**config.mk**
```make
export PLATFORM = sky130hd
export DESIGN_NAME = brm_regmap
export DESIGN_NICKNAME = d
export VERILOG_FILES = /design/src/brm_cell.v /design/src/brm_regmap.v
export VERILOG_INCLUDE_DIRS = /design/src
export SDC_FILE = /design/constraint.sdc
export NUM_CORES = 1
export LEC_CHECK = 0
export BUFFER_PORTS_ARGS = -buffer_cell sky130_fd_sc_hd__buf_2
export CAP_MARGIN = 10
export CORE_MARGIN = 5
export CORE_UTILIZATION = 30
export DETAILED_ROUTE_END_ITERATION = 10
export PLACE_DENSITY = 0.53
export SLEW_MARGIN = 20
export SYNTH_ARGS = -nofsm -noshare
export SYNTH_HDL_FRONTEND = slang
export SYNTH_SLANG_ARGS = --single-unit
```
**constraint.sdc**
```tcl
create_clock -name i_ref_clk -period 1.6 [get_ports i_ref_clk]
set_clock_uncertainty 0.05 [all_clocks]
set_input_delay 0 -clock i_ref_clk [delete_from_list [all_inputs] [get_ports i_ref_clk]]
set_output_delay 0 -clock i_ref_clk [all_outputs]
set_load 0.02 [all_outputs]
```
**src/brm_consts.vh**
```
`ifndef BRM_CONSTS_VH
`define BRM_CONSTS_VH
// ******************************
// map layout
// ******************************
`define BRM_ADDR_W 16
`define BRM_DATA_W 8
`define BRM_ADDR_LO 16'h0000
`define BRM_ADDR_HI 16'h0e3c
`define BRM_UPDATE_ADDR 16'h0005
`define BRM_UPDATE_VAL 8'h01
`define BRM_SEQ_LO 16'h0e10
`define BRM_SEQ_HI 16'h0e3c
// ******************************
// implemented window of storage
// ******************************
`define BRM_STORE_BASE 16'h0100
`define BRM_STORE_N 16
`define BRM_STORE_IDX_W 4
`define BRM_ROSTAT_ADDR 16'h0d00
`define BRM_SEQ_N 4
// ******************************
// option codes
// ******************************
`define BRM_OPT_W 4
`define BRM_OPT_LIVE 0
`define BRM_OPT_AUTO 1
`define BRM_OPT_RO 2
`define BRM_OPT_EXCL 3
`define BRM_RESET_VAL 8'h00
`endif

```
**src/brm_cell.v**
```verilog
`timescale 1ns/1ps
`default_nettype none
`include "brm_consts.vh"
// one byte register with buffered and active copies
module brm_cell #(
    parameter LIVE = 0,
    parameter AUTO = 0
) (
    // clock and reset
    input wire i_ref_clk,
    input wire i_rst_b,
    // write port
    input wire i_wr,
    input wire [7:0] i_wdata,
    input wire i_update,
    input wire i_done,
    // copies
    output reg [7:0] o_buf,
    output reg [7:0] o_act
);
    always @(posedge i_ref_clk or negedge i_rst_b) begin
        if (!i_rst_b) begin
            o_buf <= `BRM_RESET_VAL;
            o_act <= `BRM_RESET_VAL;
        end else begin
            if (i_wr)
                o_buf <= i_wdata;
            if (LIVE != 0 && i_wr)
                o_act <= i_wdata;
            else if (LIVE == 0 && i_update)
                o_act <= i_wr ? i_wdata : o_buf;
            else if (AUTO != 0 && i_done) begin
                o_act <= `BRM_RESET_VAL;
                o_buf <= i_wr ? i_wdata : `BRM_RESET_VAL;
            end
        end
    end
endmodule // brm_cell
`default_nettype wire

```
**src/brm_regmap.v**
```verilog
`timescale 1ns/1ps
`default_nettype none
`include "brm_consts.vh"
module brm_regmap #(
    parameter N = `BRM_STORE_N,
    parameter [N-1:0] LIVE_MASK = 16'h000f,
    parameter [N-1:0] AUTO_MASK = 16'h0010,
    parameter [N-1:0] EXCL_MASK = 16'hc000
) (
    // clock and reset
    input wire i_ref_clk,
    input wire i_rst_b,
    // serial port byte access (address already assembled high byte first)
    input wire i_sp_wr,
    input wire i_sp_rd,
    input wire [15:0] i_sp_addr,
    input wire [7:0] i_sp_wdata,
    // eeprom controller access
    input wire i_ee_busy,
    input wire i_ee_wr,
    input wire i_ee_rd,
    input wire [15:0] i_ee_addr,
    input wire [7:0] i_ee_wdata,
    // action completion for autoclear bytes
    input wire [N-1:0] i_action_done,
    // read-only status fed by the device
    input wire [7:0] i_status,
    // read answers
    output reg [7:0] o_sp_rdata,
    output reg [7:0] o_ee_rdata,
    // active copies for functional logic and sequence bytes
    output reg [8*N-1:0] o_active,
    output reg [8*`BRM_SEQ_N-1:0] o_seq
);
    // ******************************
    // local sizes
    // ******************************
    // the exists flag sits just above the option bits
    localparam EXIST = `BRM_OPT_W;
    localparam CLS_W = `BRM_OPT_W + 1;
    localparam [CLS_W-1:0] CLS_NONE = {CLS_W{1'b0}};
    localparam [CLS_W-1:0] CLS_PLAIN = {1'b1, {`BRM_OPT_W{1'b0}}};
    // ******************************
    // decode
    // ******************************
    // store window test, shared by both access ports
    function in_store;
        input [15:0] a;
        reg [15:0] off;
        begin
            off = a - `BRM_STORE_BASE;
            in_store = (a >= `BRM_STORE_BASE) && (off < N);
        end
    endfunction

    // sequence window test, shared by both access ports
    function in_seq;
        input [15:0] a;
        reg [15:0] sq;
        begin
            sq = a - `BRM_SEQ_LO;
            in_seq = (a >= `BRM_SEQ_LO) && (sq < `BRM_SEQ_N);
        end
    endfunction

    // class of an address: bit per option, plus exists
    function [CLS_W-1:0] classify;
        input [15:0] a;
        reg [15:0] off;
        begin
            off = a - `BRM_STORE_BASE;
            classify = CLS_NONE;
            if (a > `BRM_ADDR_HI) begin
                classify = CLS_NONE;
            end else if (a == `BRM_UPDATE_ADDR) begin
                // the trigger exists but holds nothing, so it reads back zero
                classify = CLS_PLAIN;
            end else if (a == `BRM_ROSTAT_ADDR) begin
                classify = CLS_PLAIN;
                classify[`BRM_OPT_RO] = 1'b1;
            end else if (in_seq(a)) begin
                classify = CLS_PLAIN;
            end else if (in_store(a)) begin
                classify = CLS_PLAIN;
                classify[`BRM_OPT_LIVE] = LIVE_MASK[off[`BRM_STORE_IDX_W-1:0]];
                classify[`BRM_OPT_AUTO] = AUTO_MASK[off[`BRM_STORE_IDX_W-1:0]];
                classify[`BRM_OPT_EXCL] = EXCL_MASK[off[`BRM_STORE_IDX_W-1:0]];
            end
        end
    endfunction

    wire [CLS_W-1:0] sp_cls = classify(i_sp_addr);
    wire [CLS_W-1:0] ee_cls = classify(i_ee_addr);
    wire [15:0] sp_off = i_sp_addr - `BRM_STORE_BASE;
    wire [15:0] ee_off = i_ee_addr - `BRM_STORE_BASE;
    wire sp_is_store = in_store(i_sp_addr);
    wire ee_is_store = in_store(i_ee_addr);

    // ******************************
    // access rights
    // ******************************
    // most restrictive wins: exists, read-only and exclusion gate; live and autoclear do not
    // serial locked out while eeprom busy, except reads of the read-only status
    wire sp_rd_ok = sp_cls[EXIST] && (!i_ee_busy || sp_cls[`BRM_OPT_RO]);
    wire sp_wr_ok = sp_cls[EXIST] && !i_ee_busy && !sp_cls[`BRM_OPT_RO];
    wire ee_ok = ee_cls[EXIST] && i_ee_busy && !ee_cls[`BRM_OPT_RO] && !ee_cls[`BRM_OPT_EXCL];

    // update trigger detect
    // any other value written to the trigger is dropped, never stored
    wire update = i_sp_wr && sp_wr_ok && i_sp_addr == `BRM_UPDATE_ADDR && i_sp_wdata == `BRM_UPDATE_VAL;

    // ******************************
    // storage
    // ******************************
    wire [8*N-1:0] buf_w;
    wire [8*N-1:0] act_w;
    genvar g;
    generate
        for (g = 0; g < N; g = g + 1) begin : g_cell
            wire sp_hit = i_sp_wr && sp_wr_ok && sp_is_store && sp_off[`BRM_STORE_IDX_W-1:0] == g;
            wire ee_hit = ee_ok && i_ee_wr && ee_is_store && ee_off[`BRM_STORE_IDX_W-1:0] == g;
            brm_cell #(.LIVE(LIVE_MASK[g]), .AUTO(AUTO_MASK[g])) u_cell (
                .i_ref_clk(i_ref_clk),
                .i_rst_b(i_rst_b),
                .i_wr(sp_hit | ee_hit),
                .i_wdata(ee_hit ? i_ee_wdata : i_sp_wdata),
                .i_update(update),
                .i_done(i_action_done[g]),
                .o_buf(buf_w[8*g+7:8*g]),
                .o_act(act_w[8*g+7:8*g])
            );
        end
    endgenerate

    // sequence bytes: kept in their own byte order, index = address - base
    reg [8*`BRM_SEQ_N-1:0] seq_reg;
    wire [15:0] sp_sq = i_sp_addr - `BRM_SEQ_LO;
    wire [15:0] ee_sq = i_ee_addr - `BRM_SEQ_LO;
    wire sp_is_seq = in_seq(i_sp_addr);
    wire ee_is_seq = in_seq(i_ee_addr);
    integer k;
    always @(posedge i_ref_clk or negedge i_rst_b) begin
        if (!i_rst_b) begin
            seq_reg <= {(8*`BRM_SEQ_N){1'b0}};
        end else begin
            for (k = 0; k < `BRM_SEQ_N; k = k + 1) begin
                // sequence bytes stored whole, not a value
                if (sp_wr_ok && i_sp_wr && sp_is_seq && sp_sq == k)
                    seq_reg[8*k +: 8] <= i_sp_wdata;
                else if (ee_ok && i_ee_wr && ee_is_seq && ee_sq == k)
                    seq_reg[8*k +: 8] <= i_ee_wdata;
            end
        end
    end

    // ******************************
    // read side
    // ******************************
    // buffered copy read back; status goes through the same path
    function [7:0] rd_byte;
        input is_store;
        input is_seq;
        input [15:0] a;
        input [15:0] off;
        input [15:0] sq;
        begin
            rd_byte = 8'h00;
            if (a == `BRM_ROSTAT_ADDR)
                rd_byte = i_status;
            else if (is_seq)
                rd_byte = seq_reg[8*sq[1:0] +: 8];
            else if (is_store)
                rd_byte = buf_w[8*off[`BRM_STORE_IDX_W-1:0] +: 8];
        end
    endfunction

    wire [7:0] sp_rd_byte = rd_byte(sp_is_store, sp_is_seq, i_sp_addr, sp_off, sp_sq);
    wire [7:0] ee_rd_byte = rd_byte(ee_is_store, ee_is_seq, i_ee_addr, ee_off, ee_sq);

    // read answers stand one cycle, then drop back to zero
    always @(posedge i_ref_clk or negedge i_rst_b) begin
        if (!i_rst_b) begin
            o_sp_rdata <= 8'h00;
            o_ee_rdata <= 8'h00;
        end else begin
            o_sp_rdata <= (i_sp_rd && sp_rd_ok) ? sp_rd_byte : 8'h00;
            o_ee_rdata <= (i_ee_rd && ee_ok) ? ee_rd_byte : 8'h00;
        end
    end

    // ******************************
    // copies to functional logic
    // ******************************
    // one register stage so every output leaves from a flip-flop
    always @(posedge i_ref_clk or negedge i_rst_b) begin
        if (!i_rst_b) begin
            o_active <= {(8*N){1'b0}};
            o_seq <= {(8*`BRM_SEQ_N){1'b0}};
        end else begin
            // byte g holds bits 8g up
            o_active <= act_w;
            o_seq <= seq_reg;
        end
    end
endmodule // brm_regmap
`default_nettype wire

```
# Word level (Yosys, flattened, before mapping)
# Memories as Yosys holds them, arrays and structs flattened.
# Index checks and enable logic that the tools add are counted.
[word_totals]
reg_bits = 432
rom_bits = 96
output_inout_bits = 176
n_memories = 6
[mem_list]
columns = ["memory", "words", "word_bits", "rd", "rd_clocked_by_memory_dff", "write_ports", "line", "text"]
rows = [
  ["(no name shown)", 16, 1, 1, 0, 0, "brm_regmap.v:87", "classify[`BRM_OPT_EXCL] = EXCL_MASK[off[`BRM_STORE_IDX_W-1:0]];"],
  ["(no name shown)", 16, 1, 1, 0, 0, "brm_regmap.v:86", "classify[`BRM_OPT_AUTO] = AUTO_MASK[off[`BRM_STORE_IDX_W-1:0]];"],
  ["(no name shown)", 16, 1, 1, 0, 0, "brm_regmap.v:85", "classify[`BRM_OPT_LIVE] = LIVE_MASK[off[`BRM_STORE_IDX_W-1:0]];"],
  ["(no name shown)", 16, 1, 1, 0, 0, "brm_regmap.v:87", ""],
  ["(no name shown)", 16, 1, 1, 0, 0, "brm_regmap.v:86", ""],
  ["(no name shown)", 16, 1, 1, 0, 0, "brm_regmap.v:85", ""],
]
[classes]
addsub = 4
order_cmp = 12
eq_ne = 41
n_shift = 4
n_mux = 65
bitwise = 16
reduce_logical = 74
[ops]
columns = ["operator", "n"]
rows = [
  ["8-bit 2-to-1 mux", 49],
  ["128-bit by 8-bit variable part select with 8-bit output", 2],
  ["16-bit by 2-bit equality test with 1-bit output (second input constant)", 4],
  ["4-bit equality test (second input constant)", 16],
  ["32-bit by 6-bit variable part select with 8-bit output", 2],
  ["1-bit logical AND", 60],
  ["5-bit 2-to-1 mux", 10],
  ["16-bit by 1-bit equality test with 1-bit output (second input constant)", 2],
  ["16-bit by 12-bit equality test with 1-bit output (second input constant)", 2],
  ["16-bit by 3-bit equality test with 1-bit output (second input constant)", 2],
  ["4-bit by 3-bit equality test with 1-bit output (second input constant)", 8],
  ["16-bit by 12-bit >= comparator with 1-bit output (second input constant)", 2],
  ["16-bit by 9-bit >= comparator with 1-bit output (second input constant)", 2],
  ["16-bit by 12-bit greater-than comparator with 1-bit output (second input constant)", 2],
  ["16-bit zero test", 2],
  ["16-bit by 3-bit < comparator with 1-bit output (second input constant)", 2],
  ["16-bit by 5-bit < comparator with 1-bit output (second input constant)", 2],
  ["16-bit by 12-bit subtractor with 16-bit output (second input constant)", 2],
  ["16-bit by 9-bit subtractor with 16-bit output (second input constant)", 2],
  ["4-bit by 2-bit equality test with 1-bit output (second input constant)", 4],
  ["1-bit OR", 16],
  ["4-bit by 5-bit < comparator with 1-bit output (second input constant)", 2],
  ["2-bit nonzero test", 5],
  ["4-bit by 1-bit equality test with 1-bit output (second input constant)", 2],
  ["other kinds (5)", 14],
]

# Logic depth before layout (Yosys ltp)
# Gate-level depths: netlist of the first run.
[logic_depth]
depth_word = 18
ltp_mapped = 10

# Modules after synthesis
# A second synthesis of the first run with hierarchy kept.
[hier_totals]
cells_unflattened = 1344
area_unflattened_um2 = 20507.2
[modules_own_cells]
columns = ["mod", "n_inst", "cells_each", "area_each_um2"]
rows = [
  ["brm_regmap", 1, 807, 10970.5],
  ["brm_cell at g_cell[10].u_cell ...", 11, 34, 656.9],
  ["brm_cell at g_cell[0].u_cell ...", 4, 25, 391.6],
  ["brm_cell at g_cell[4].u_cell", 1, 63, 744.5],
]

# Least setup slack after synthesis of the first run
# No wires, ideal clock.
[synth_timing]
kind = "input to register"
startpoint = "input i_ee_addr[9]"
endpoint = "register g_cell[7].u_cell.o_buf[3]"
arrival_ns = 1.915
t_required_ns = 1.424
slack_ns = -0.491
cell_stages = 7
cell_sequence = "or4_1 > buf_6 > or4_4 > or3_1 > buf_2 > o22ai_1 > nor2_1"
[synth_between]
elab_chain_cells = 16
[synth_lines]
columns = ["item", "line", "text"]
rows = [
  ["start: declaration", "brm_regmap.v:22", "input wire [15:0] i_ee_addr,"],
  ["16-bit by 9-bit subtractor with 16-bit output (no source line)", "--", ""],
  ["16-bit by 5-bit < comparator with 1-bit output", "brm_regmap.v:52", "in_store = (a >= `BRM_STORE_BASE) && (off < N);"],
  ["1-bit logical AND", "brm_regmap.v:52", ""],
  ["5-bit 2-to-1 mux", "brm_regmap.v:83", "end else if (in_store(a)) begin"],
  ["5-bit 2-to-1 mux", "brm_regmap.v:81", "end else if (in_seq(a)) begin"],
  ["5-bit 2-to-1 mux", "brm_regmap.v:78", "end else if (a == `BRM_ROSTAT_ADDR) begin"],
  ["5-bit 2-to-1 mux", "brm_regmap.v:75", "end else if (a == `BRM_UPDATE_ADDR) begin"],
  ["5-bit 2-to-1 mux", "brm_regmap.v:73", "if (a > `BRM_ADDR_HI) begin"],
  ["1-bit logical AND (3 in series)", "brm_regmap.v:106", "wire ee_ok = ee_cls[EXIST] && i_ee_busy && !ee_cls[`BRM_OPT_RO] && !ee_cls[`BRM_OPT_EXCL];"],
  ["1-bit logical AND", "brm_regmap.v:121", "wire ee_hit = ee_ok && i_ee_wr && ee_is_store && ee_off[`BRM_STORE_IDX_W-1:0] == g;"],
  ["1-bit logical AND (*) (2 in series)", "brm_regmap.v:121", ""],
  ["8-bit 2-to-1 mux or 1-bit OR (tied branches)", "brm_regmap.v:126, brm_regmap.v:125", ""],
  ["8-bit 2-to-1 mux (*)", "--", ""],
  ["end signal: assignment", "brm_cell.v:23", "o_buf <= `BRM_RESET_VAL;"],
  ["end signal: assignment", "brm_cell.v:27", "o_buf <= i_wdata;"],
  ["end signal: assignment", "brm_cell.v:34", "o_buf <= i_wr ? i_wdata : `BRM_RESET_VAL;"],
  ["end: declaration", "brm_cell.v:18", "output reg [7:0] o_buf,"],
]
# Every way passes the cells marked *; elsewhere a longest branch is shown, timed or not.
# A chain may end at the register's enable or synchronous reset.

# Final worst setup path of the first run
[layout_timing]
startpoint = "register g_cell[7].u_cell.o_buf[6]"
endpoint = "register o_sp_rdata[6]"
[layout_between]
elab_chain_cells = 5
[layout_lines]
columns = ["item", "line", "text"]
rows = [
  ["128-bit by 8-bit variable part select with 8-bit output", "brm_regmap.v:173", "rd_byte = buf_w[8*off[`BRM_STORE_IDX_W-1:0] +: 8];"],
  ["8-bit 2-to-1 mux", "brm_regmap.v:172", "else if (is_store)"],
  ["8-bit 2-to-1 mux", "brm_regmap.v:170", "else if (is_seq)"],
  ["8-bit 2-to-1 mux", "brm_regmap.v:168", "if (a == `BRM_ROSTAT_ADDR)"],
  ["8-bit 2-to-1 mux", "brm_regmap.v:186", "o_sp_rdata <= (i_sp_rd && sp_rd_ok) ? sp_rd_byte : 8'h00;"],
  ["end signal: assignment", "brm_regmap.v:186", ""],
  ["end: declaration", "brm_regmap.v:29", "output reg [7:0] o_sp_rdata,"],
]
# Every way passes these cells.

==> key figures, run 1 <==
Synth
  – Synth Register Bits: 432
  – Synth warn: 0
  – Post-synth EDFFs: 0
  – Asr flop ratio synth: 1.00
  – Post-Synthesis Cells: 1,664
  – Mapped Nets: 1,743
  – Seq/Total Area, Yosys: 0.572
  – Synth cell types: 62
  – Syn Std Cell Area: 0.0189 mm²
  – Dominant synthesized flop cell: dfrtp_1
  – Syn Area/Cell: 11.3 µm²

Status
  – Status: complete, but fails checks
  – Failing checks: hold timing, setup timing

Cells and area
  – Synth-to-layout area growth: 43.5%
  – Final std cell area, no fill: 0.0271 mm²
  – # fillers: 5,960
  – Most frequent cells in the layout: 428 x dfrtp_1, 341 x buf_4, 237 x buf_2
  – Most common cell after layout, fill and taps aside: dfrtp_1
  – Top Registers: g_cell.u_cell.o_buf: 128 flops, o_active: 128 flops, g_cell.u_cell.o_act: 96 flops
  – Final net count: 2,333
  – Share of layout cells above drive strength 1: 0.435

STA
  – Slew headroom: 0.554
  – Final period util: 1.15
  – Max-slew violation count: 0
  – Final Critical Period: 1.84 ns
  – Slew @ Worst Pin: 0.663 ns
  – Hold slack: -0.00533 ns
  – RSZ-0062 raised after global routing: true
  – Peak Freq: 542 MHz
  – Hold Fails Final Rpt: 1
  – Setup_tns: -1.06 ns
  – Final worst setup slack: -0.245 ns
  – # setup viols final: 19

Power and ir drop
  – Peak VDD IR: 0.000759 V
  – LEAKAGE: 13.4 nW
  – PD cells: 883 mW/mm²

Clocking
  – Worst-path clk slew: 0.07 ns
  – Total CTS buffers: 48
  – Clk Latency, worst-skew pair: 0.59 ns
  – CTS tree: done
  – H-tree depth: 2
  – Num Clock Sinks: 432
  – Root buffer cell: clkbuf_16
  – Max clock buf depth: 3

Min path
  – Hold Path Cell Cnt: 6
  – HP Class: in2reg

Global route
  – First-pass GRT wire length: 115,000 µm
  – All-layer global routing usage: 0.227
  – Largest net degree at the start of global routing: 57
  – Vias in the first global route: 17,024
  – Total grt overflow: 0
  – Initial antenna violation count: 7

Floorplan
  – Die Y: 261 µm
  – Core ar.: 0.0627 mm²
  – Die area: 0.0681 mm²
  – # IOs: 255
  – Initial Util: 0.301
  – # rows: 92
  – Width of the die: 261 µm

Place
  – Placement Cell Area: 0.0242 mm²
  – Post-DP HPWL: 57,800 µm
  – IO Port Bufs: 239
  – Post-Place Setup Slack: -1.00 ns
  – GP Congestion: 0.933

Detailed routing
  – Pre-antenna DRT Iters: 7
  – Total wire length: 79,100 µm
  – Vias: 16,595
  – Post-route ant nets: 0
  – Vias per cell: 5.29
  – Routed wire per std cell: 25.2 µm
  – DRC Markers: 0
  – First DRT Iteration DRCs: 1,563

Critical path
  – Critical path startpoint category: flop
  – Crit-path max FO: 2
  – Critical path arrival: 2.27 ns
  – Worst Setup End Kind: flop
  – Reg2Reg Depth: 5
  – Worst reg-to-reg setup slack: -0.24 ns
  – Critical path required time: 2.03 ns
  – Crit Path Category: reg2reg

Run
  – Max_cap viols: 0
## repair_timing
item / in CTS / in global routing
resized for setup: 71 / 70
endpoints found under the setup margin: 124 / 146
setup buffers: 10 / 14
hold endpoints to repair: 580 / 0
hold buffers: 30 / 0
cloned: 0 / 11
pin swaps: 13 / 33
## synth_stat cells (3+ instances only)
library cell | number | share of area
a32oi_1 | 3 | 0.0014
o21ai_0 | 53 | 0.014
mux2_2 | 20 | 0.012
nor4_1 | 13 | 0.0043
nor4b_1 | 7 | 0.0032
nor2b_1 | 14 | 0.0046
o32ai_1 | 5 | 0.0023
nor4bb_1 | 3 | 0.0016
nand2b_1 | 22 | 0.0073
and4_1 | 5 | 0.0023
mux2i_1 | 18 | 0.0095
nor2_1 | 148 | 0.029
a211oi_1 | 17 | 0.0068
nor3_2 | 3 | 0.0016
nand4_1 | 12 | 0.0040
or4_1 | 11 | 0.0044
o211ai_1 | 22 | 0.0087
a21oi_1 | 84 | 0.022
a22oi_1 | 51 | 0.020
clkbuf_1 | 83 | 0.016
nor4_4 | 3 | 0.0034
nand3_1 | 57 | 0.015
o21ai_1 | 11 | 0.0029
nor3b_1 | 12 | 0.0048
a31oi_1 | 19 | 0.0063
dfrtp_1 | 432 | 0.57
a221o_1 | 11 | 0.0058
mux4_2 | 80 | 0.095
nor4_2 | 3 | 0.0020
inv_1 | 11 | 0.0022
o22ai_1 | 33 | 0.011
buf_1 | 13 | 0.0026
nor4b_2 | 3 | 0.0024
and3_1 | 18 | 0.0060
nor3_1 | 51 | 0.014
nand2_1 | 223 | 0.044
and2_1 | 10 | 0.0033
o22a_1 | 8 | 0.0037
or3_1 | 17 | 0.0056
buf_2 | 24 | 0.0064
## per-stage QoR
step           utilization  hold slack [ns]  total power [W]  std cells
2_1_floorplan            -           -0.346           0.0117       1664
3_3_place_gp         0.385          -0.0976           0.0126       2986
3_5_place_dp         0.385          -0.0856           0.0126       2986
4_1_cts              0.422           0.0274           0.0242       3111
5_1_grt              0.432          0.00825           0.0247       3135
6_report             0.432         -0.00533           0.0239       3138
## cell families (layout without fill, tap and decap cells)
kind of cell              Yosys count  count (layout)  share of synthesized area
AOI/OAI and AO/OA                 327             327                      0.110
xor gates and xnor gates            1               1                   0.000464
buffers and inverters             132             755                     0.0282
DFF                               432             432                      0.572
muxes                             118             118                      0.117
other                               0               3                          0
and+or+nand+nor                   654             656                      0.172
## per-layer routing
layer | routed length (µm) | GRT usage | vias up
li1 | - | - | 7294
met1 | 32500 | 0.302 | 8443
met2 | 37500 | 0.370 | 699
met3 | 5910 | 0.0481 | 157
met4 | 3210 | 0.0773 | 2
met5 | 15 | 0 | -
## critical path, cell delays in order (launching register included)
cell and delay [ns]:
dfrtp_1 0.39, mux4_2 0.52, mux2_4 0.31, a22o_1 0.23
nor3_1 0.17, nor3_1 0.07
## worst paths after layout
| check | end | start |
|---|---|---|
| worst max-delay path | o_sp_rdata[6]$_DFF_PN0_ | g_cell[7].u_cell.o_buf[6]$_DFF_PN0_ |
| worst min-delay path | o_ee_rdata[6]$_DFF_PN0_ | i_ee_rd |
| worst max register to register | o_sp_rdata[6]$_DFF_PN0_ | g_cell[7].u_cell.o_buf[6]$_DFF_PN0_ |
| worst min register to register | o_active[101]$_DFF_PN0_ | g_cell[12].u_cell.o_act[5]$_DFFE_PN0P_ |
| max in group asynchronous | o_active[127]$_DFF_PN0_ | i_rst_b |
| min in group asynchronous | o_active[55]$_DFF_PN0_ | i_rst_b |
## where the power goes
part / total (W) / switching [W] / internal (W)
clock network: 0.0114 / 0.00473 / 0.00666
registers: 0.0109 / 0.00000171 / 0.0109
logic: 0.00161 / 0.00105 / 0.000567
total: 0.0239 / 0.00578 / 0.0181
## area by class of cell
class | instances | area (µm²) | area share
sequential | 432 | 10800 | 0.399
multi-input combinational | 1102 | 8630 | 0.318
timing repair buffer | 659 | 4920 | 0.182
clock buffer | 58 | 1310 | 0.0483
tap | 846 | 1060 | 0.0391
clock inverter | 27 | 310 | 0.0115
inverter | 11 | 41.3 | 0.00152
antenna | 3 | 7.51 | 0.000277
(Power assumes the default switching activity.)
==> run 2, diff against run 1 <==
--- a/config.mk
+++ b/config.mk
@@ -11,7 +11,8 @@
 export CORE_MARGIN = 5
 export CORE_UTILIZATION = 30
 export DETAILED_ROUTE_END_ITERATION = 10
-export PLACE_DENSITY = 0.53
+export PLACE_DENSITY = 0.51
+export RECOVER_POWER = 100
 export SLEW_MARGIN = 20
 export SYNTH_ARGS = -nofsm -noshare
 export SYNTH_HDL_FRONTEND = slang
==> constraint.sdc (replaced) <==
create_clock -name i_ref_clk -period 1.86 [get_ports i_ref_clk]
set_clock_uncertainty 0.05 [all_clocks]
set_input_delay 0 -clock i_ref_clk [delete_from_list [all_inputs] [get_ports i_ref_clk]]
set_output_delay 0 -clock i_ref_clk [all_outputs]
set_load 0.02 [all_outputs]
==> run 2 against run 1 <==
Net effect:
- the flow finishes with violations (capacitance limit, slew limit)
- fmax grew 1.1%
- power shrank 16%
- clock-buffer cell count grew 3
- routed wire length shrank 2.0%
- non-clock buffer count shrank 93
- global-route usage shrank 0.33 points
- sequential power shrank 14%
- register-to-register slack gained 0.28 ns
- cell count shrank 3.1%
- via count shrank 2.5%
- worst setup slack gained 0.28 ns
- critical path depth is the same
- critical path type unchanged
==> key figures, run 2 (synthesis gave the netlist of run 1 again) <==
Floorplan
  – Die area: 0.0681 mm²
  – # rows: 92
  – Die Y: 261 µm
  – Initial Util: 0.301
  – Width of the die: 261 µm
  – # IOs: 255
  – Core ar.: 0.0627 mm²

Clocking
  – Root buffer cell: clkbuf_16
  – Worst-path clk slew: 0.06 ns
  – Postcts setup bufs: 0
  – H-tree depth: 2
  – Num Clock Sinks: 432
  – Clk Latency, worst-skew pair: 0.60 ns
  – Max clock buf depth: 3
  – Total CTS buffers: 47
  – CTS tree: done

STA
  – Final Critical Period: 1.82 ns
  – Final period util: 0.981
  – Setup_tns: 0 ns
  – Hold slack: 0.0524 ns
  – Final worst setup slack: 0.0357 ns
  – Hold Fails Final Rpt: 0
  – Max-slew violation count: 7
  – Slew @ Worst Pin: 1.64 ns
  – # setup viols final: 0
  – Peak Freq: 548 MHz
  – Slew headroom: -0.0933
  – RSZ-0062 raised after global routing: false

Detailed routing
  – Vias: 16,175
  – M1 WL: 32,100 µm
  – First DRT Iteration DRCs: 1,331
  – Total wire length: 77,600 µm
  – Pre-antenna DRT Iters: 6
  – Met2 Routed Length: 36,400 µm
  – Routed wire per std cell: 25.5 µm
  – WL met3: 5440 µm
  – Top sig layer: met5
  – Post-route ant nets: 0
  – DRC Markers: 0
  – Vias per cell: 5.32

Global route
  – All-layer global routing usage: 0.224
  – Initial antenna violation count: 8
  – Largest net degree at the start of global routing: 87
  – First-pass GRT wire length: 113,000 µm
  – Vias in the first global route: 16,564
  – Total grt overflow: 0

Critical path
  – Reg2Reg Depth: 5
  – RR Startpoint: g_cell[11].u_cell.o_buf[6]$_DFF_PN0_
  – Critical path arrival: 2.25 ns
  – Worst reg-to-reg setup slack: 0.04 ns
  – Worst path cell trace: mux4_2, mux2_4, a22o_1, nor3_2, nor3_1
  – Reg-to-Reg End: o_sp_rdata[6]$_DFF_PN0_
  – Critical path startpoint category: flop
  – Crit-path max FO: 2
  – Critical path buffer and inverter count: 0
  – Slowest stage delay, CP: 0.52 ns
  – Worst Setup End Kind: flop
  – Critical path required time: 2.28 ns
  – Worst path slowest cell: mux4_2
  – Largest delay share family, worst path: multiplexers
  – Crit Path Category: reg2reg

Cells and area
  – Final std cell area, no fill: 0.0249 mm²
  – Util after Layout: 0.397
  – Final net count: 2,237
  – Most common cell after layout, fill and taps aside: dfrtp_1
  – Synth-to-layout area growth: 31.9%
  – Multi-input logic area: 0.00783 mm²
  – Top Registers: g_cell.u_cell.o_buf: 128 flops, o_active: 128 flops, g_cell.u_cell.o_act: 96 flops
  – Most frequent cells in the layout: 432 x dfrtp_1, 226 x buf_4, 222 x nand2_1
  – Share of layout cells above drive strength 1: 0.257
  – # fillers: 6,254
  – FF+latch area: 0.0108 mm²

Place
  – Post-DP HPWL: 57,500 µm
  – Post-Place Setup Slack: -0.614 ns
  – GP Congestion: 0.966
  – IO Port Bufs: 239
  – Placement Cell Area: 0.0235 mm²

Min path
  – Hold path start: i_ee_wr
  – HP Class: in2reg
  – Hold Path Cell Cnt: 6
  – Worst hold path endpoint: seq_reg[16]$_DFFE_PN0P_

Power and ir drop
  – Sw Share: 0.241
  – PD cells: 808 mW/mm²
  – Power share of the clock group: 0.468
  – Net Sw Power: 0.00485 W
  – Combinational power share: 0.065
  – Sequential power share: 0.467
  – LEAKAGE: 11.5 nW
  – Pint: 0.0153 W
  – Peak VDD IR: 0.000610 V

Status
  – Status: complete, but fails checks
  – Failing checks: capacitance limit, slew limit

Run
  – Max_cap viols: 1
run 2: repair_timing:
item                                   CTS  global route
cloned                                   0             1
pin swaps                                1             0
endpoints found under the hold margin  578             0
setup endpoints to repair                2            12
resized for setup                        2             3
hold buffers                            31             0
run 2: power groups by stage:
stage | sequential, W | clock [W] | combinational, W
finish | 0.00940 | 0.00942 | 0.00131
global route | 0.00939 | 0.0100 | 0.00139
CTS | 0.00940 | 0.00963 | 0.00132
detailed placement | 0.00957 | 0 | 0.00126
global placement | 0.00957 | 0 | 0.00125
floorplan | 0.00958 | 0 | 0.000431
run 2: metal layers:
metal  up-vias  global-route usage
met3       169              0.0429
met2       667               0.361
met1      8227               0.298
met4         8              0.0925
li1       7104                   -
met5         -                   0
run 2: worst reg2reg max path, stage by stage (launching register included):
cell and delay [ns]:
dfrtp_1 0.42, mux4_2 0.52, mux2_4 0.30, a22o_1 0.24, nor3_2 0.11, nor3_1 0.07
run 2: worst max-delay path by stage:
| stage | startpoint | endpoint | slack, ns | cells past startpoint |
|---|---|---|---|---|
| finish | g_cell[11].u_cell.o_buf[6]$_DFF_PN0_ | o_sp_rdata[6]$_DFF_PN0_ | 0.04 | 5 |
| floorplan | i_ee_addr[14] | g_cell[11].u_cell.o_buf[4]$_DFF_PN0_ | -0.15 | 7 |
| CTS | i_sp_wdata[5] | g_cell[4].u_cell.o_buf[6]$_DFF_PN0_ | 0.0003 | 7 |
| detailed placement | i_ee_addr[5] | o_ee_rdata[1]$_DFF_PN0_ | -0.61 | 8 |
| global route | i_ee_addr[14] | seq_reg[18]$_DFFE_PN0P_ | 0.003 | 9 |
| global placement | i_ee_addr[5] | o_ee_rdata[1]$_DFF_PN0_ | -0.61 | 8 |
run 2: through the flow:
step,total power (W),std cells
2_1_floorplan,0.0100,1664
3_3_place_gp,0.0108,2923
3_5_place_dp,0.0108,2923
4_1_cts,0.0204,3036
5_1_grt,0.0208,3039
6_report,0.0201,3042
run 2: area by class of cell:
type | instances | area share
antenna | 5 | 0.000502
clock buffer | 61 | 0.0530
clock inverter | 21 | 0.00894
inverter | 11 | 0.00166
multi-input combinational | 1100 | 0.314
sequential | 432 | 0.434
tap | 846 | 0.0425
timing repair buffer | 566 | 0.146
==> run 3, diff against run 2 <==
--- a/config.mk
+++ b/config.mk
@@ -9,9 +9,9 @@
 export BUFFER_PORTS_ARGS = -buffer_cell sky130_fd_sc_hd__buf_2
 export CAP_MARGIN = 10
 export CORE_MARGIN = 5
-export CORE_UTILIZATION = 30
+export CORE_UTILIZATION = 25
 export DETAILED_ROUTE_END_ITERATION = 10
-export PLACE_DENSITY = 0.51
+export PLACE_DENSITY = 0.48
 export RECOVER_POWER = 100
 export SLEW_MARGIN = 20
 export SYNTH_ARGS = -nofsm -noshare
==> run 3 against run 2 <==
Net effect:
- the flow still finishes with violations (capacitance limit, slew limit)
- largest power group unchanged
- worst setup slack lost 0.018 ns
- register-to-register slack got worse by 0.02 ns
- critical path depth shrank 1
- critical path type unchanged
- critical endpoint is now o_sp_rdata[2]$_DFF_PN0_
- worst hold slack improved by 0.020 ns
==> key figures, run 3 (synthesis gave the netlist of run 1 again) <==
Floorplan
  – # IOs: 255
  – # rows: 100
  – Initial Util: 0.253
  – Width of the die: 285 µm
  – Die Y: 285 µm
  – Core ar.: 0.0747 mm²
  – Die area: 0.0811 mm²

Power and ir drop
  – Peak VDD IR: 0.000609 V
  – Power share of the clock group: 0.495
  – Final Total Pwr: 0.0212 W
  – PD cells: 842 mW/mm²
  – Combinational power share: 0.062
  – Sequential power share: 0.443
  – Pint: 0.0162 W
  – Sw Share: 0.234
  – Net Sw Power: 0.00497 W
  – LEAKAGE: 11.6 nW

Cells and area
  – Synth-to-layout area growth: 33.5%
  – Share of layout cells above drive strength 1: 0.263
  – Most frequent cells in the layout: 432 x dfrtp_1, 236 x buf_4, 222 x nand2_1
  – Top Registers: g_cell.u_cell.o_buf: 128 flops, o_active: 128 flops, g_cell.u_cell.o_act: 96 flops
  – Util after Layout: 0.337
  – Final net count: 2,242
  – Most common cell after layout, fill and taps aside: dfrtp_1

Place
  – IO Port Bufs: 239
  – GP Congestion: 0.942
  – Post-DP HPWL: 61,200 µm

Critical path
  – Critical path startpoint category: flop
  – Worst path cell trace: mux4_2, mux2_1, nand2_1, a31oi_1
  – Worst path slowest cell: mux4_2
  – Largest delay share family, worst path: multiplexers
  – Crit Path Category: reg2reg
  – Worst reg-to-reg setup slack: 0.02 ns
  – Critical path required time: 2.25 ns
  – Critical path buffer and inverter count: 0
  – Slowest stage delay, CP: 0.54 ns
  – Crit-path max FO: 4
  – Critical path arrival: 2.23 ns
  – Worst Setup End Kind: flop

Detailed routing
  – DRC Markers: 0
  – Total wire length: 81,600 µm
  – Vias: 16,199
  – First DRT Iteration DRCs: 1,338
  – Pre-antenna DRT Iters: 7
  – Routed wire per std cell: 25.7 µm
  – Vias per cell: 5.11
  – Post-route ant nets: 0

STA
  – # setup viols final: 0
  – Slew @ Worst Pin: 1.52 ns
  – Max-slew violation count: 25
  – Final Critical Period: 1.84 ns
  – Hold Fails Final Rpt: 0
  – Hold slack: 0.0726 ns
  – RSZ-0062 raised after global routing: true
  – Peak Freq: 543 MHz
  – Slew headroom: -0.0104
  – Final period util: 0.990

Run
  – Max_cap viols: 1

Clocking
  – Max clock buf depth: 3
  – Postcts setup bufs: 0
  – Num Clock Sinks: 432
  – H-tree depth: 2
  – Worst-path clk slew: 0.07 ns
  – Clk Latency, worst-skew pair: 0.61 ns
  – Root buffer cell: clkbuf_16
  – CTS tree: done
  – Total CTS buffers: 49

Status
  – Failing checks: capacitance limit, slew limit
  – Status: complete, but fails checks

Global route
  – All-layer global routing usage: 0.195
  – Initial antenna violation count: 4
  – Total grt overflow: 0
  – Largest net degree at the start of global routing: 87
  – First-pass GRT wire length: 118,000 µm
  – Vias in the first global route: 16,748

Min path
  – HP Class: in2async
run 3: changes by cell type in the layout (fill, tap and decap cells not counted), moves of 4 or more:
| cell | delta |
|---|---|
| diode_2 | -4 |
| buf_12 | -9 |
| bufinv_16 | +5 |
| clkbuf_1 | -6 |
| buf_4 | +10 |
| clkbuf_2 | +8 |
run 3: final timing paths:
path | cells past startpoint | start | endpoint
worst max-delay path | 4 | g_cell[2].u_cell.o_buf[2]$_DFFE_PN0P_ | o_sp_rdata[2]$_DFF_PN0_
worst min-delay path | 3 | i_rst_b | g_cell[15].u_cell.o_act[4]$_DFFE_PN0P_
worst max register to register | 4 | g_cell[2].u_cell.o_buf[2]$_DFFE_PN0P_ | o_sp_rdata[2]$_DFF_PN0_
worst min register to register | 0 | g_cell[14].u_cell.o_act[5]$_DFFE_PN0P_ | o_active[117]$_DFF_PN0_
max in group asynchronous | 3 | i_rst_b | o_ee_rdata[2]$_DFF_PN0_
min in group i_ref_clk | 5 | i_ee_addr[1] | seq_reg[22]$_DFFE_PN0P_
run 3: what timing repair did:
action | CTS | global route
hold buffers | 31 | 0
endpoints found under the setup margin | 1 | 36
hold endpoints to repair | 575 | 0
resized for setup | 1 | 7
gates cloned | 0 | 1
pin swaps | 3 | 0
run 3: worst reg2reg max path: cells and delay by family (launching register included):
kind            cells  cell delay (ns)
mux                 2             0.93
flops               1             0.46
compound gates      1             0.13
simple gates        1             0.12
run 3: area by class of cell:
type | count | area (µm²)
Inverter | 11 | 41.3
Clock buffer | 66 | 1400
Timing Repair Buffer | 569 | 3560
Multi-Input combinational cell | 1100 | 7820
Sequential cell | 432 | 10800
Fill cell | 7609 | 49500
Antenna cell | 1 | 2.50
Clock inverter | 23 | 359
Tap cell | 969 | 1210
run 3: per-layer routing:
| metal | global-route usage | vias up | wire length (µm) |
|---|---|---|---|
| met5 | 0 | - | 0 |
| met4 | 0.0709 | 0 | 3340 |
| met3 | 0.0390 | 160 | 5700 |
| met2 | 0.311 | 725 | 37700 |
| met1 | 0.265 | 8214 | 34900 |
| li1 | - | 7100 | - |
run 3: through the flow:
stage          cells  setup TNS [ns]  setup slack, ns  cell area (µm²)
2_1_floorplan   1664           -9.77           -0.145            19400
3_3_place_gp    3049          -82.31           -0.655            23700
3_5_place_dp    3049          -87.77           -0.611            23700
4_1_cts         3169        -0.00516         -0.00516            25700
5_1_grt         3170         -0.0328          -0.0209            25200
6_report        3171               0           0.0181            25200
run 3: power groups by stage:
stage          clock [W]  combinational (W)  sequential, W
5_1_grt           0.0112            0.00139        0.00940
6_report          0.0105            0.00131        0.00940
3_5_place_dp           0            0.00129        0.00957
2_1_floorplan          0           0.000431        0.00958
3_3_place_gp           0            0.00128        0.00957
4_1_cts           0.0108            0.00135        0.00940
